## config.mk

```make
export PLATFORM = sky130hd
export DESIGN_NAME = ddc_channel_ctrl
export DESIGN_NICKNAME = d
export VERILOG_FILES = /design/src/common/ddc_pkg.sv /design/src/hdl/ddc_sync.sv /design/src/hdl/ddc_crc.sv /design/src/hdl/ddc_channel_ctrl.sv
export VERILOG_INCLUDE_DIRS = /design/src /design/src/common
export SDC_FILE = /design/constraint.sdc
export NUM_CORES = 1
export LEC_CHECK = 0
export BUFFER_PORTS_ARGS = -buffer_cell sky130_fd_sc_hd__buf_4
export CORE_ASPECT_RATIO = 0.75
export CORE_MARGIN = 2
export CORE_UTILIZATION = 59
export CTS_BUF_LIST = sky130_fd_sc_hd__clkbuf_16
export DETAILED_ROUTE_END_ITERATION = 10
export GPL_ROUTABILITY_DRIVEN = 0
export GPL_TIMING_DRIVEN = 0
export PLACE_DENSITY = 0.92
export SLEW_MARGIN = 0
export SYNTH_ARGS = -nofsm -noshare
export SYNTH_HDL_FRONTEND = slang
export SYNTH_HIERARCHICAL = 1
export SYNTH_SLANG_ARGS = --single-unit
```

## constraint.sdc

```tcl
create_clock -name clock -period 3.4 [get_ports clock]
set_input_delay 0.68 -clock clock [delete_from_list [all_inputs] [get_ports clock]]
set_output_delay 0.68 -clock clock [all_outputs]
set_load 0.03 [all_outputs]
```

## src/common/ddc_consts.svh

```systemverilog
// Purpose: Named offsets, field positions and counts of the channel control
// Assumes: Included by bare name from the package only
// Notes:   Bit numbers are vector indices, bit 15 being the channel's bit 0
`ifndef DDC_CONSTS_SVH
`define DDC_CONSTS_SVH

// ----------------------------------------------------------------------
// Command/address word fields
// ----------------------------------------------------------------------
`define DDC_CA_RELEASE    15
`define DDC_CA_SECTOR     14
`define DDC_CA_DIFF       13
`define DDC_CA_CLEAR      12
`define DDC_CA_UNIT       8
`define DDC_CA_LOGIC_HI   11
`define DDC_CA_LOGIC_LO   9
`define DDC_CA_PAGE_HI    11
`define DDC_CA_PAGE_LO    8
`define DDC_CA_WRITE      7
`define DDC_CA_BUS_HI     7
`define DDC_CA_HDR_HI     5

// ----------------------------------------------------------------------
// Strobe/connect word fields
// ----------------------------------------------------------------------
`define DDC_SC_BEGIN      7
`define DDC_SC_CLREOP     6
`define DDC_SC_LOADADR    5
`define DDC_SC_CTRLSEL    4
`define DDC_SC_FUNC       3
`define DDC_SC_CONN_HI    2

// ----------------------------------------------------------------------
// Interface and drive status word fields
// ----------------------------------------------------------------------
`define DDC_IS_FULL       6
`define DDC_IS_RDERR      5
`define DDC_IS_TAGERR     4
`define DDC_IS_EOP        3
`define DDC_DS_BUSY       6
`define DDC_DS_READY      5
`define DDC_DS_SEEKERR    4
`define DDC_DS_ONCYL      3
`define DDC_DS_UNSAFE     2
`define DDC_DS_XFERERR    1
`define DDC_DS_NOTFIN     0

// ----------------------------------------------------------------------
// Sizes, resets and counts
// ----------------------------------------------------------------------
`define DDC_PAGE_WORDS    2048
`define DDC_HDR_WORDS     30
`define DDC_CRC_POLY      16'h8005
`define DDC_CRC_INIT      16'h0000
`define DDC_WORD_ZERO     16'h0000
`define DDC_BANK_BACK     3'h4
`define DDC_CNT_LIMIT     4096

`endif

```

## src/common/ddc_pkg.sv

```systemverilog
// Purpose: Types shared by the disk channel control modules
// Assumes: Constants come from the consts header
// Notes:   Holds the transfer sequencer state type
package ddc_pkg;
`include "ddc_consts.svh"

   // Transfer sequencer states
   typedef enum logic [2:0] {
      XS_IDLE,
      XS_TAGW,
      XS_TAGC,
      XS_HDR,
      XS_PAGE,
      XS_BCC
   } ddc_xfer_t;

   // Addressing mode from the bank switch
   typedef enum logic [1:0] {
      BM_FULL,
      BM_EVEN,
      BM_ODD
   } ddc_bank_t;
endpackage

```

## src/hdl/ddc_sync.sv

```systemverilog
// Purpose: Two-stage synchroniser for a vector of asynchronous levels
// Assumes: Bits are independent levels, not a coherent word
// Notes:   First stage feeds only the second stage
`timescale 1ns/1ps
module ddc_sync #(
   parameter int W = 16
) (
   input  wire logic         clock,
   input  wire logic         rstn,
   input  wire logic [W-1:0] din,
   output logic      [W-1:0] dout
);
   logic [W-1:0] meta_r;

   // ----------------------------------------------------------------------
   // Two flip-flop chain
   // ----------------------------------------------------------------------
   always_ff @(posedge clock) begin
      if (!rstn) begin
         meta_r <= '0;
         dout   <= '0;
      end else begin
         meta_r <= din;
         dout   <= meta_r;
      end
   end
endmodule

```

## src/hdl/ddc_crc.sv

```systemverilog
// Purpose: Word-serial 16-bit check-code generator
// Assumes: One data word per enable, restarted by init
// Notes:   Polynomial is a parameter; result is registered
`timescale 1ns/1ps
module ddc_crc
   import ddc_pkg::*;
#(
   parameter logic [15:0] POLY = `DDC_CRC_POLY
) (
   input  wire logic        clock,
   input  wire logic        rstn,
   input  wire logic        init,
   input  wire logic        en,
   input  wire logic [15:0] data,
   output logic      [15:0] crc
);
   logic [15:0] crcNxt;

   // Shift sixteen data bits through the divider, msb first
   always_comb begin
      crcNxt = crc;
      for (int i = 15; i >= 0; i--) begin
         if (crcNxt[15] ^ data[i]) begin
            crcNxt = {crcNxt[14:0], 1'b0} ^ POLY;
         end else begin
            crcNxt = {crcNxt[14:0], 1'b0};
         end
      end
   end

   // ----------------------------------------------------------------------
   // Accumulator
   // ----------------------------------------------------------------------
   always_ff @(posedge clock) begin
      if (!rstn || init) begin
         crc <= `DDC_CRC_INIT;
      end else if (en) begin
         crc <= crcNxt;
      end
   end
endmodule

```

## src/hdl/ddc_channel_ctrl.sv

```systemverilog
// Purpose: Channel control and status of the multi_disk_drive interface
// Assumes: Channel words and drive lines are asynchronous to clock
// Notes:   Disk and buffer_memory data paths are outside; words strobe in
`timescale 1ns/1ps
// What this block does
// - Tag check error when read check word differs from generated one
// - End-of-page status once a full page has moved
// - On read error show complemented bank number being accessed
// - Transfer error on read error, tag check error or tag mismatch
// - Not-finished bit stays set while a transfer is in progress
// - Command bits act under function; address bits under load strobe
// - Write-tags makes timing write gap, sync, tag and check word
// - Full bit sets full status; cleared when page address is sent
// - Transfer starts only with proceed latched and begin strobe
// - In half-banks mode odd bit picks odd or even pages
// - Page bits select a data page; header bits locate header block
// - Latched write bit picks disk write, else disk read
// - Clear-end-page strobe clears end-of-page; completion sets it
// - Eight bus lines reach drives, qualified by a tag line
// - Control accepted only while the connect code is held
module ddc_channel_ctrl
   import ddc_pkg::*;
#(
   parameter logic [2:0] CONNECT_CODE = 3'h5,   // Arbitrary value
   parameter int         PAGE_WORDS   = `DDC_PAGE_WORDS,
   parameter int         HDR_WORDS    = `DDC_HDR_WORDS
) (
   input  wire logic        clock,
   input  wire logic        rstn,
   input  wire logic [15:0] cmdAddrWord,
   input  wire logic [15:0] strobeConnWord,
   input  wire logic [1:0]  bankSwitch,
   input  wire logic [8:0]  unitSelectedIn,
   input  wire logic [8:0]  onSectorIn,
   input  wire logic        busyIn,
   input  wire logic        readyIn,
   input  wire logic        seekErrIn,
   input  wire logic        onCylIn,
   input  wire logic        packUnsafeIn,
   input  wire logic        diskWordValid,
   input  wire logic [15:0] diskWord,
   input  wire logic [15:0] memTagWord,
   input  wire logic        memParityErr,
   input  wire logic [2:0]  memBank,
   output logic [15:0]      ifStatusWord,
   output logic [15:0]      driveStatusWord,
   output logic [7:0]       busLines,
   output logic             sectorSelTag,
   output logic             diffSelTag,
   output logic             ctrlSelTag,
   output logic             releaseLine,
   output logic             clearLine,
   output logic             unitSelLine,
   output logic [2:0]       logicNum,
   output logic [15:0]      memAddr,
   output logic             memAddrValid,
   output logic             xferActive,
   output logic             writeMode,
   output logic             writeTagsEn
);
   // Word counter is twelve bits wide; refuse sizes it cannot count
   if (PAGE_WORDS < 2 || PAGE_WORDS > `DDC_CNT_LIMIT
       || HDR_WORDS < 1 || HDR_WORDS > `DDC_CNT_LIMIT) begin : g_size_chk
      $error("ddc_channel_ctrl: page or header size out of range");
   end

   // ----------------------------------------------------------------------
   // Synchronisers and strobe edges
   // ----------------------------------------------------------------------
   logic [15:0] caW;
   logic [15:0] scW;
   logic [1:0]  bankSw;
   logic [22:0] drvSync;
   logic [15:0] scPrev_r;
   logic        connected;
   logic        beginPulse;
   logic        loadPulse;
   logic        clrEopPulse;

   ddc_sync #(.W(16)) u_syncCa (
      .clock (clock),
      .rstn  (rstn),
      .din   (cmdAddrWord),
      .dout  (caW)
   );
   ddc_sync #(.W(16)) u_syncSc (
      .clock (clock),
      .rstn  (rstn),
      .din   (strobeConnWord),
      .dout  (scW)
   );
   ddc_sync #(.W(25)) u_syncDrv (
      .clock (clock),
      .rstn  (rstn),
      .din   ({bankSwitch, unitSelectedIn, onSectorIn, busyIn, readyIn,
               seekErrIn, onCylIn, packUnsafeIn}),
      .dout  ({bankSw, drvSync})
   );

   // Previous strobe word for rising-edge detection
   always_ff @(posedge clock) begin
      if (!rstn) begin
         scPrev_r <= '0;
      end else begin
         scPrev_r <= scW;
      end
   end

   // Connect code gates every strobe and command
   assign connected = (scW[`DDC_SC_CONN_HI:0] == CONNECT_CODE);
   assign beginPulse = connected & scW[`DDC_SC_BEGIN]
                       & ~scPrev_r[`DDC_SC_BEGIN];
   assign loadPulse = connected & scW[`DDC_SC_LOADADR]
                      & ~scPrev_r[`DDC_SC_LOADADR];
   assign clrEopPulse = connected & scW[`DDC_SC_CLREOP]
                        & ~scPrev_r[`DDC_SC_CLREOP];

   // ----------------------------------------------------------------------
   // Drive command path
   // ----------------------------------------------------------------------
   logic funcOn;
   assign funcOn = connected & scW[`DDC_SC_FUNC];

   // Command meanings reach the drives only while function is held
   always_ff @(posedge clock) begin
      if (!rstn) begin
         busLines     <= '0;
         sectorSelTag <= 1'b0;
         diffSelTag   <= 1'b0;
         ctrlSelTag   <= 1'b0;
         releaseLine  <= 1'b0;
         clearLine    <= 1'b0;
         unitSelLine  <= 1'b0;
         logicNum     <= '0;
      end else begin
         busLines     <= funcOn ? caW[`DDC_CA_BUS_HI:0] : '0;
         sectorSelTag <= funcOn & caW[`DDC_CA_SECTOR];
         diffSelTag   <= funcOn & caW[`DDC_CA_DIFF];
         ctrlSelTag   <= funcOn & scW[`DDC_SC_CTRLSEL];
         releaseLine  <= funcOn & caW[`DDC_CA_RELEASE];
         clearLine    <= funcOn & caW[`DDC_CA_CLEAR];
         unitSelLine  <= funcOn & caW[`DDC_CA_UNIT];
         logicNum     <= funcOn ? caW[`DDC_CA_LOGIC_HI:`DDC_CA_LOGIC_LO]
                                : '0;
      end
   end

   // ----------------------------------------------------------------------
   // Address register, loaded only by the load-address strobe
   // ----------------------------------------------------------------------
   logic       wrTags_r;
   logic       fullBit_r;
   logic       proceed_r;
   logic       odd_r;
   logic       write_r;
   logic [3:0] page_r;
   logic [5:0] hdr_r;

   always_ff @(posedge clock) begin
      if (!rstn) begin
         wrTags_r  <= 1'b0;
         fullBit_r <= 1'b0;
         proceed_r <= 1'b0;
         odd_r     <= 1'b0;
         write_r   <= 1'b0;
         page_r    <= '0;
         hdr_r     <= '0;
      end else if (loadPulse) begin
         wrTags_r  <= caW[`DDC_CA_RELEASE];
         fullBit_r <= caW[`DDC_CA_SECTOR];
         proceed_r <= caW[`DDC_CA_DIFF];
         odd_r     <= caW[`DDC_CA_CLEAR];
         write_r   <= caW[`DDC_CA_WRITE];
         page_r    <= caW[`DDC_CA_PAGE_HI:`DDC_CA_PAGE_LO];
         hdr_r     <= caW[`DDC_CA_HDR_HI:0];
      end
   end

   // Page and header addresses by bank mode
   logic        halfBanks;
   logic [3:0]  pageSel;
   logic [15:0] pageAddr;
   logic [15:0] hdrAddr;
   assign halfBanks = (bankSw != BM_FULL);
   assign pageSel = halfBanks ? {page_r[3:1], odd_r} : page_r;
   assign pageAddr = {1'b0, pageSel, 11'h000};
   assign hdrAddr = halfBanks ? {5'h00, hdr_r[4:0], 6'h00}
                              : {5'h00, hdr_r, 5'h00};

   // ----------------------------------------------------------------------
   // Transfer sequencer
   // ----------------------------------------------------------------------
   ddc_xfer_t   state_r;
   logic [11:0] wordCnt_r;
   logic        crcInit;
   logic        crcEn;
   logic [15:0] crcVal;
   logic        tagErrEv;
   logic        tagCmpEv;
   logic        bccErrEv;
   logic        pageDone;
   logic        startEv;

   assign startEv = beginPulse & proceed_r & (state_r == XS_IDLE);
   assign crcInit = startEv | (state_r == XS_HDR);
   assign crcEn = diskWordValid & ((state_r == XS_TAGW)
                  | (state_r == XS_PAGE & ~write_r));
   assign tagErrEv = (state_r == XS_TAGC) & diskWordValid & ~wrTags_r
                     & (diskWord != crcVal);
   assign tagCmpEv = (state_r == XS_TAGW) & diskWordValid & ~wrTags_r
                     & (diskWord != memTagWord);
   assign bccErrEv = (state_r == XS_BCC) & diskWordValid
                     & (diskWord != crcVal);
   assign pageDone = ((state_r == XS_PAGE) & write_r & diskWordValid
                      & (wordCnt_r == 12'(PAGE_WORDS - 1)))
                     | ((state_r == XS_BCC) & diskWordValid);

   ddc_crc u_crc (
      .clock (clock),
      .rstn  (rstn),
      .init  (crcInit),
      .en    (crcEn),
      .data  (diskWord),
      .crc   (crcVal)
   );

   // State and word counting
   always_ff @(posedge clock) begin
      if (!rstn) begin
         state_r   <= XS_IDLE;
         wordCnt_r <= '0;
      end else begin
         case (state_r)
            XS_IDLE: begin
               wordCnt_r <= '0;
               if (startEv) begin
                  state_r <= XS_TAGW;
               end
            end
            XS_TAGW: begin
               if (diskWordValid) begin
                  state_r <= XS_TAGC;
               end
            end
            XS_TAGC: begin
               if (diskWordValid) begin
                  state_r <= XS_HDR;
               end
            end
            XS_HDR: begin
               if (diskWordValid) begin
                  wordCnt_r <= wordCnt_r + 12'h001;
                  if (wordCnt_r == 12'(HDR_WORDS - 1)) begin
                     wordCnt_r <= '0;
                     state_r   <= XS_PAGE;
                  end
               end
            end
            XS_PAGE: begin
               if (diskWordValid) begin
                  wordCnt_r <= wordCnt_r + 12'h001;
                  if (wordCnt_r == 12'(PAGE_WORDS - 1)) begin
                     state_r <= write_r ? XS_IDLE : XS_BCC;
                  end
               end
            end
            XS_BCC: begin
               if (diskWordValid) begin
                  state_r <= XS_IDLE;
               end
            end
            default: state_r <= XS_IDLE;
         endcase
      end
   end

   // Page address to buffer_memory once the header has passed
   always_ff @(posedge clock) begin
      if (!rstn) begin
         memAddr      <= '0;
         memAddrValid <= 1'b0;
      end else begin
         memAddrValid <= (state_r == XS_HDR) & diskWordValid
                         & (wordCnt_r == 12'(HDR_WORDS - 1));
         memAddr      <= (state_r == XS_IDLE) ? hdrAddr : pageAddr;
      end
   end

   // ----------------------------------------------------------------------
   // Interface status flags; a set always wins over a clear
   // ----------------------------------------------------------------------
   logic       full_r;
   logic       eop_r;
   logic       rdErr_r;
   logic       tagErr_r;
   logic       xferErr_r;
   logic       notFin_r;
   logic [2:0] bankCnt_r;
   logic       rdErrEv;

   assign rdErrEv = xferActive & memParityErr | bccErrEv;

   always_ff @(posedge clock) begin
      if (!rstn) begin
         full_r <= 1'b0;
      end else if (loadPulse) begin
         full_r <= caW[`DDC_CA_SECTOR];
      end else if (memAddrValid) begin
         full_r <= 1'b0;
      end
   end

   always_ff @(posedge clock) begin
      if (!rstn) begin
         eop_r <= 1'b0;
      end else if (pageDone) begin
         eop_r <= 1'b1;
      end else if (clrEopPulse) begin
         eop_r <= 1'b0;
      end
   end

   // Error flags are cleared when a new transfer starts
   always_ff @(posedge clock) begin
      if (!rstn) begin
         rdErr_r   <= 1'b0;
         tagErr_r  <= 1'b0;
         xferErr_r <= 1'b0;
         bankCnt_r <= '0;
      end else begin
         if (rdErrEv) begin
            rdErr_r   <= 1'b1;
            bankCnt_r <= ~memBank;
         end else if (startEv) begin
            rdErr_r <= 1'b0;
         end
         if (tagErrEv) begin
            tagErr_r <= 1'b1;
         end else if (startEv) begin
            tagErr_r <= 1'b0;
         end
         if (rdErrEv | tagErrEv | tagCmpEv) begin
            xferErr_r <= 1'b1;
         end else if (startEv) begin
            xferErr_r <= 1'b0;
         end
      end
   end

   // Not-finished follows the sequencer
   always_ff @(posedge clock) begin
      if (!rstn) begin
         notFin_r    <= 1'b0;
         xferActive  <= 1'b0;
         writeMode   <= 1'b0;
         writeTagsEn <= 1'b0;
      end else begin
         notFin_r    <= startEv | (notFin_r & ~pageDone);
         xferActive  <= startEv | (xferActive & ~pageDone);
         writeMode   <= write_r;
         writeTagsEn <= wrTags_r & write_r;
      end
   end

   // ----------------------------------------------------------------------
   // Status words
   // ----------------------------------------------------------------------
   always_ff @(posedge clock) begin
      if (!rstn) begin
         ifStatusWord    <= `DDC_WORD_ZERO;
         driveStatusWord <= `DDC_WORD_ZERO;
      end else begin
         ifStatusWord <= {drvSync[22:14], full_r, rdErr_r, tagErr_r,
                          eop_r, bankCnt_r};
         driveStatusWord <= {drvSync[13:5], drvSync[4:0], xferErr_r,
                             notFin_r};
      end
   end
endmodule

```

# Word level (Yosys, flattened, before mapping)
# Cells that the tools add are included.
[classes]
add_sub_neg = 1
n_eq_ne = 18
n_mux = 41
bitwise = 83
n_reduce_logical = 15
[ops]
columns = ["op", "count"]
rows = [
  ["2-to-1 mux 16 bit", 16],
  ["inverter 3 bit", 17],
  ["2-to-1 mux 12 bit", 3],
  ["one-hot mux 12 bit (3 select lines)", 1],
  ["AND 1 bit", 34],
  ["!= test 16 bit", 2],
  ["2-to-1 mux 3 bit", 9],
  ["one-hot mux 3 bit (6 select lines)", 1],
  ["bitwise XOR 1 bit", 16],
  ["2-to-1 mux 15 bit", 1],
  ["adder 12 x 1 -> 12 bit, second input constant", 1],
  ["== test 12 x 11 -> 1 bit, second input constant", 1],
  ["== test 12 x 5 -> 1 bit, second input constant", 1],
  ["!= test 2 bit, second input constant", 6],
  ["nonzero test 2 bit", 6],
  ["2-to-1 mux 11 bit", 1],
  ["== test 3 bit, second input constant", 3],
  ["2-to-1 mux 1 bit", 9],
  ["inverter 1 bit", 8],
  ["OR 1 bit", 8],
  ["AND reduction 8 bit", 1],
  ["== test 3 x 2 -> 1 bit, second input constant", 2],
  ["!= test 2 x 1 -> 1 bit, second input constant", 2],
  ["AND reduction 2 bit", 2],
  ["7 further kinds", 7],
]
[word_totals]
regBits = 229
output_inout_bits = 69

# Logic depth before layout (Yosys ltp)
[logic_depth]
depth_word = 32
mapped_depth = 8

# By module
# Netlist, hierarchy kept.
[by_module_without_submodules]
columns = ["mod", "n_inst", "cells_each", "area_per_inst_um2"]
rows = [
  ["ddc_channel_ctrl", 1, 412, 4027.6],
  ["ddc_sync (u_syncCa ...)", 2, 67, 895.9],
  ["ddc_sync (u_syncDrv)", 1, 105, 1388.8],
  ["ddc_crc", 1, 96, 929.6],
]

# Least setup slack after synthesis
# OpenSTA, ideal clock, no wires.
[synth_timing]
path_kind = "input-to-reg"
start = "input port diskWord[8]"
end = "register u_crc.crc[0]"
setup_time_ns = 0.086
arrival_ns = 2.089
path_slack_ns = 1.225
path_stages = 6
n_path_buf = 0
path_cell_list = "xnor2_1 -> xnor2_1 -> xnor3_1 -> xnor3_2 -> xnor2_1 -> a211oi_1"
[synth_via]
elab_chain_cells = 18
[synth_lines]
columns = ["element", "line", "rtl"]
rows = [
  ["start, declared", "ddc_channel_ctrl.sv:41", "input wire logic [15:0] diskWord,"],
  ["bitwise XOR 1 bit", "ddc_crc.sv:23", "if (crcNxt[15] ^ data[i]) begin"],
  ["2-to-1 mux 16 bit", "ddc_crc.sv:23", ""],
  ["bitwise XOR 1 bit", "ddc_crc.sv:23", ""],
  ["2-to-1 mux 16 bit", "ddc_crc.sv:23", ""],
  ["bitwise XOR 1 bit", "ddc_crc.sv:23", ""],
  ["2-to-1 mux 16 bit", "ddc_crc.sv:23", ""],
  ["bitwise XOR 1 bit", "ddc_crc.sv:23", ""],
  ["2-to-1 mux 16 bit", "ddc_crc.sv:23", ""],
  ["[... 2 more ...]", "n/a", ""],
  ["bitwise XOR 1 bit", "ddc_crc.sv:23", ""],
  ["2-to-1 mux 16 bit", "ddc_crc.sv:23", ""],
  ["bitwise XOR 1 bit", "ddc_crc.sv:23", ""],
  ["2-to-1 mux 16 bit", "ddc_crc.sv:23", ""],
  ["bitwise XOR 1 bit", "ddc_crc.sv:23", ""],
  ["2-to-1 mux 16 bit", "ddc_crc.sv:23", ""],
  ["bitwise XOR 1 bit", "ddc_crc.sv:23", ""],
  ["2-to-1 mux 16 bit", "ddc_crc.sv:23", ""],
  ["end signal, assigned", "ddc_crc.sv:36", "crc <= `DDC_CRC_INIT;"],
  ["end signal, assigned", "ddc_crc.sv:38", "crc <= crcNxt;"],
  ["end, declared", "ddc_crc.sv:15", "output logic [15:0] crc"],
]
# No other way between the ends.
# A chain may end at the register's enable or synchronous reset.

# Final worst setup path
[layout_timing]
start = "register state_r[0]"
end = "register u_crc.crc[13]"
[layout_via]
elab_chain_cells = 4
[layout_lines]
columns = ["element", "line", "rtl"]
rows = [
  ["start, declared", "ddc_channel_ctrl.sv:193", "ddc_xfer_t state_r;"],
  ["start signal, assigned", "ddc_channel_ctrl.sv:263", "state_r <= write_r ? XS_IDLE : XS_BCC;"],
  ["== test 3 bit", "ddc_channel_ctrl.sv:207", "| (state_r == XS_PAGE & ~write_r));"],
  ["AND 1 bit", "ddc_channel_ctrl.sv:207", ""],
  ["OR 1 bit (*)", "ddc_channel_ctrl.sv:207", ""],
  ["AND 1 bit (*)", "ddc_channel_ctrl.sv:206", "assign crcEn = diskWordValid & ((state_r == XS_TAGW)"],
  ["net crcEn", "ddc_channel_ctrl.sv:196", "logic crcEn;"],
]
# Mark *: on every way through the listed nets, which the timed path passes. The rest lies on a longest branch.

==> out/qor.txt <==
Post-CTS sizing -> 0
Total number of vias -> 5459
Syn avg cell area -> 10.8 um^2
H-tree depth -> 1
Mapped Area -> 0.00770 mm^2
Worst-margin pin slew -> 0.677 ns
Req. time, crit path -> 3.80 ns
Rows -> 36
Utilization after layout -> 0.753
Crit path launch type -> register
Area Overhead vs Synth -> 25.9%
Total track usage -> 0.239
Vias per Instance -> 5.07
Clock buffer depth -> 3
Clock Root Buffer -> clkbuf_16
Fin. Hold Viols -> 0
Psw -> 0.00163 W
Placed Cells -> 1041
R2r startpoint -> state_r[0]
Clock power share -> 0.352
Insertion delay to the later sink of the worst-skew pair -> 0.49 ns
HPWL after DPL -> 11500 um
Hold Buf Count CTS -> 0
First drt pass iteration count -> 5
First-pass GRT wire length -> 26200 um
Crit path arrival time -> 2.68 ns
Die X-Extent -> 136 um
Pin count of the biggest net entering global routing -> 22
Part of the power in registers -> 0.448
Hold Crit Class -> in2reg
1st-iter DRT viols -> 386
Setup Crit Path Kind -> reg2reg
CTS tree -> yes
Comb pwr share -> 0.200
Total of warnings raised by yosys -> 6
Ant diodes -> 0
Max Fclk -> 438 MHz
Postcts setup bufs -> 0
Final ANT Viol Nets -> 0
Final worst path period need -> 2.28 ns
Clock Skews -> 0.0115 ns
Worst Hold Launch -> packUnsafeIn
RSZ-0062 raised after global routing -> no
Post-route setup TNS -> 0 ns
Setup violators final -> 0
Switching share of power -> 0.265
CP Capture Type -> register
P per Cell Area -> 633 mW/mm^2
Overall power -> 0.00614 W
Critical Path Start -> state_r[0]
Status -> complete, no violations
Starting Density -> 0.598
Max-cap viol count -> 0
Ports -> 165
Max rail drop VDD -> 355 uV
Worst-path fanout max -> 10
Gr ovfl total -> 0
WL/cell -> 15.2 um
Hold slack -> 0.393 ns
Initial antenna violation count -> 0
Die Span Y -> 103 um
CORE AREA -> 0.0129 mm^2
Final std cells w/o fill -> 1077
Slew Limit Headroom -> 0.545
Final net count -> 990
Vias in the first global route -> 5229
Port Buffers -> 150
Share of cells above drive strength 1 -> 0.330
Leakage -> 4.04 nW
Slew Viols, Final -> 0
CTS Sinks -> 218
Syn Inst Count -> 715
Worst-path clk slew -> 0.07 ns
TritonCTS buffer count -> 20
Die area -> 0.0140 mm^2
Final period util -> 0.672
DRC errors left -> 0
Total routed wirelength -> 16400 um
Internal power -> 0.00451 W
==> flip-flops by register name, summed over array words and instances, names as in the netlist, 3 cells and up <==
signal,cells
logicNum,3
scPrev_r,3
driveStatusWord,16
state_r,3
wordCnt_r,12
u_syncDrv/meta_r,25
memAddr,10
bankCnt_r,3
u_crc/crc,16
u_syncSc/dout,8
page_r,4
hdr_r,6
busLines,8
ifStatusWord,16
u_syncDrv/dout,25
u_syncCa/meta_r,16
u_syncSc/meta_r,8
u_syncCa/dout,16
==> cell usage in the layout, fill, tap and decap left out, drive strengths merged, types with 3 or more instances in the layout <==
| master | count |
|---|---|
| a211oi | 18 |
| a21oi | 16 |
| and2 | 151 |
| and3 | 6 |
| buf | 161 |
| clkbuf | 47 |
| clkinv | 6 |
| conb | 6 |
| dfxtp | 218 |
| inv | 14 |
| mux2 | 3 |
| mux2i | 15 |
| nand2 | 23 |
| nand2b | 4 |
| nand3 | 10 |
| nand4 | 7 |
| nor2 | 53 |
| nor3 | 7 |
| nor3b | 4 |
| nor4 | 13 |
| o21ai | 12 |
| xnor2 | 66 |
| xor2 | 16 |
==> worst paths after layout <==
check | end | slack (ns) | cells past startpoint
max reg2reg | u_crc/crc[13] | 1.12 | 7
max | u_crc/crc[13] | 1.12 | 7
min | u_syncDrv/meta_r[0] | 0.39 | 2
min reg2reg | ctrlSelTag | 0.43 | 1
==> final cells by class <==
| class | instances | area [um^2] |
|---|---|---|
| clock buffer | 20 | 500 |
| fill | 863 | 3190 |
| tap | 171 | 214 |
| multi-input combinational | 457 | 3140 |
| clock inverter | 16 | 138 |
| buffer | 38 | 188 |
| inverter | 7 | 26.3 |
| sequential | 218 | 4360 |
| timing repair buffer | 150 | 1130 |
==> per-layer routing <==
layer,part of all wire,GRT usage,vias up
met5,0,0,-
li1,-,-,2686
met3,0.080,0.0590,20
met4,0.015,0.0569,0
met1,0.43,0.315,2538
met2,0.47,0.401,215
==> through the flow <==
stage | instance area (um^2) | setup WS (ns)
final | 9690 | 1.12
after global routing | 9690 | 0.808
after CTS | 9690 | 1.16
after detailed placement | 9060 | 0.853
after global placement | 9060 | 0.871
after floorplan | 7720 | 1.23
==> critical path, cell delays in order (launching register included) <==
cell,delay (ns)
dfxtp_1,0.32
buf_2,0.18
clkbuf_1,0.36
a21oi_1,0.13
nor3b_1,0.44
clkbuf_1,0.43
nor2_1,0.10
a211oi_1,0.23
==> power groups by stage <==
stage | sequential (W) | combinational, W | clock, W
6_report | 0.00275 | 0.00123 | 0.00216
5_1_grt | 0.00276 | 0.00133 | 0.00230
4_1_cts | 0.00275 | 0.00121 | 0.00219
3_5_place_dp | 0.00280 | 0.00120 | 0
3_3_place_gp | 0.00280 | 0.00118 | 0
2_1_floorplan | 0.00280 | 0.000918 | 0
No activity file was read; power rests on OpenSTA's default activity.
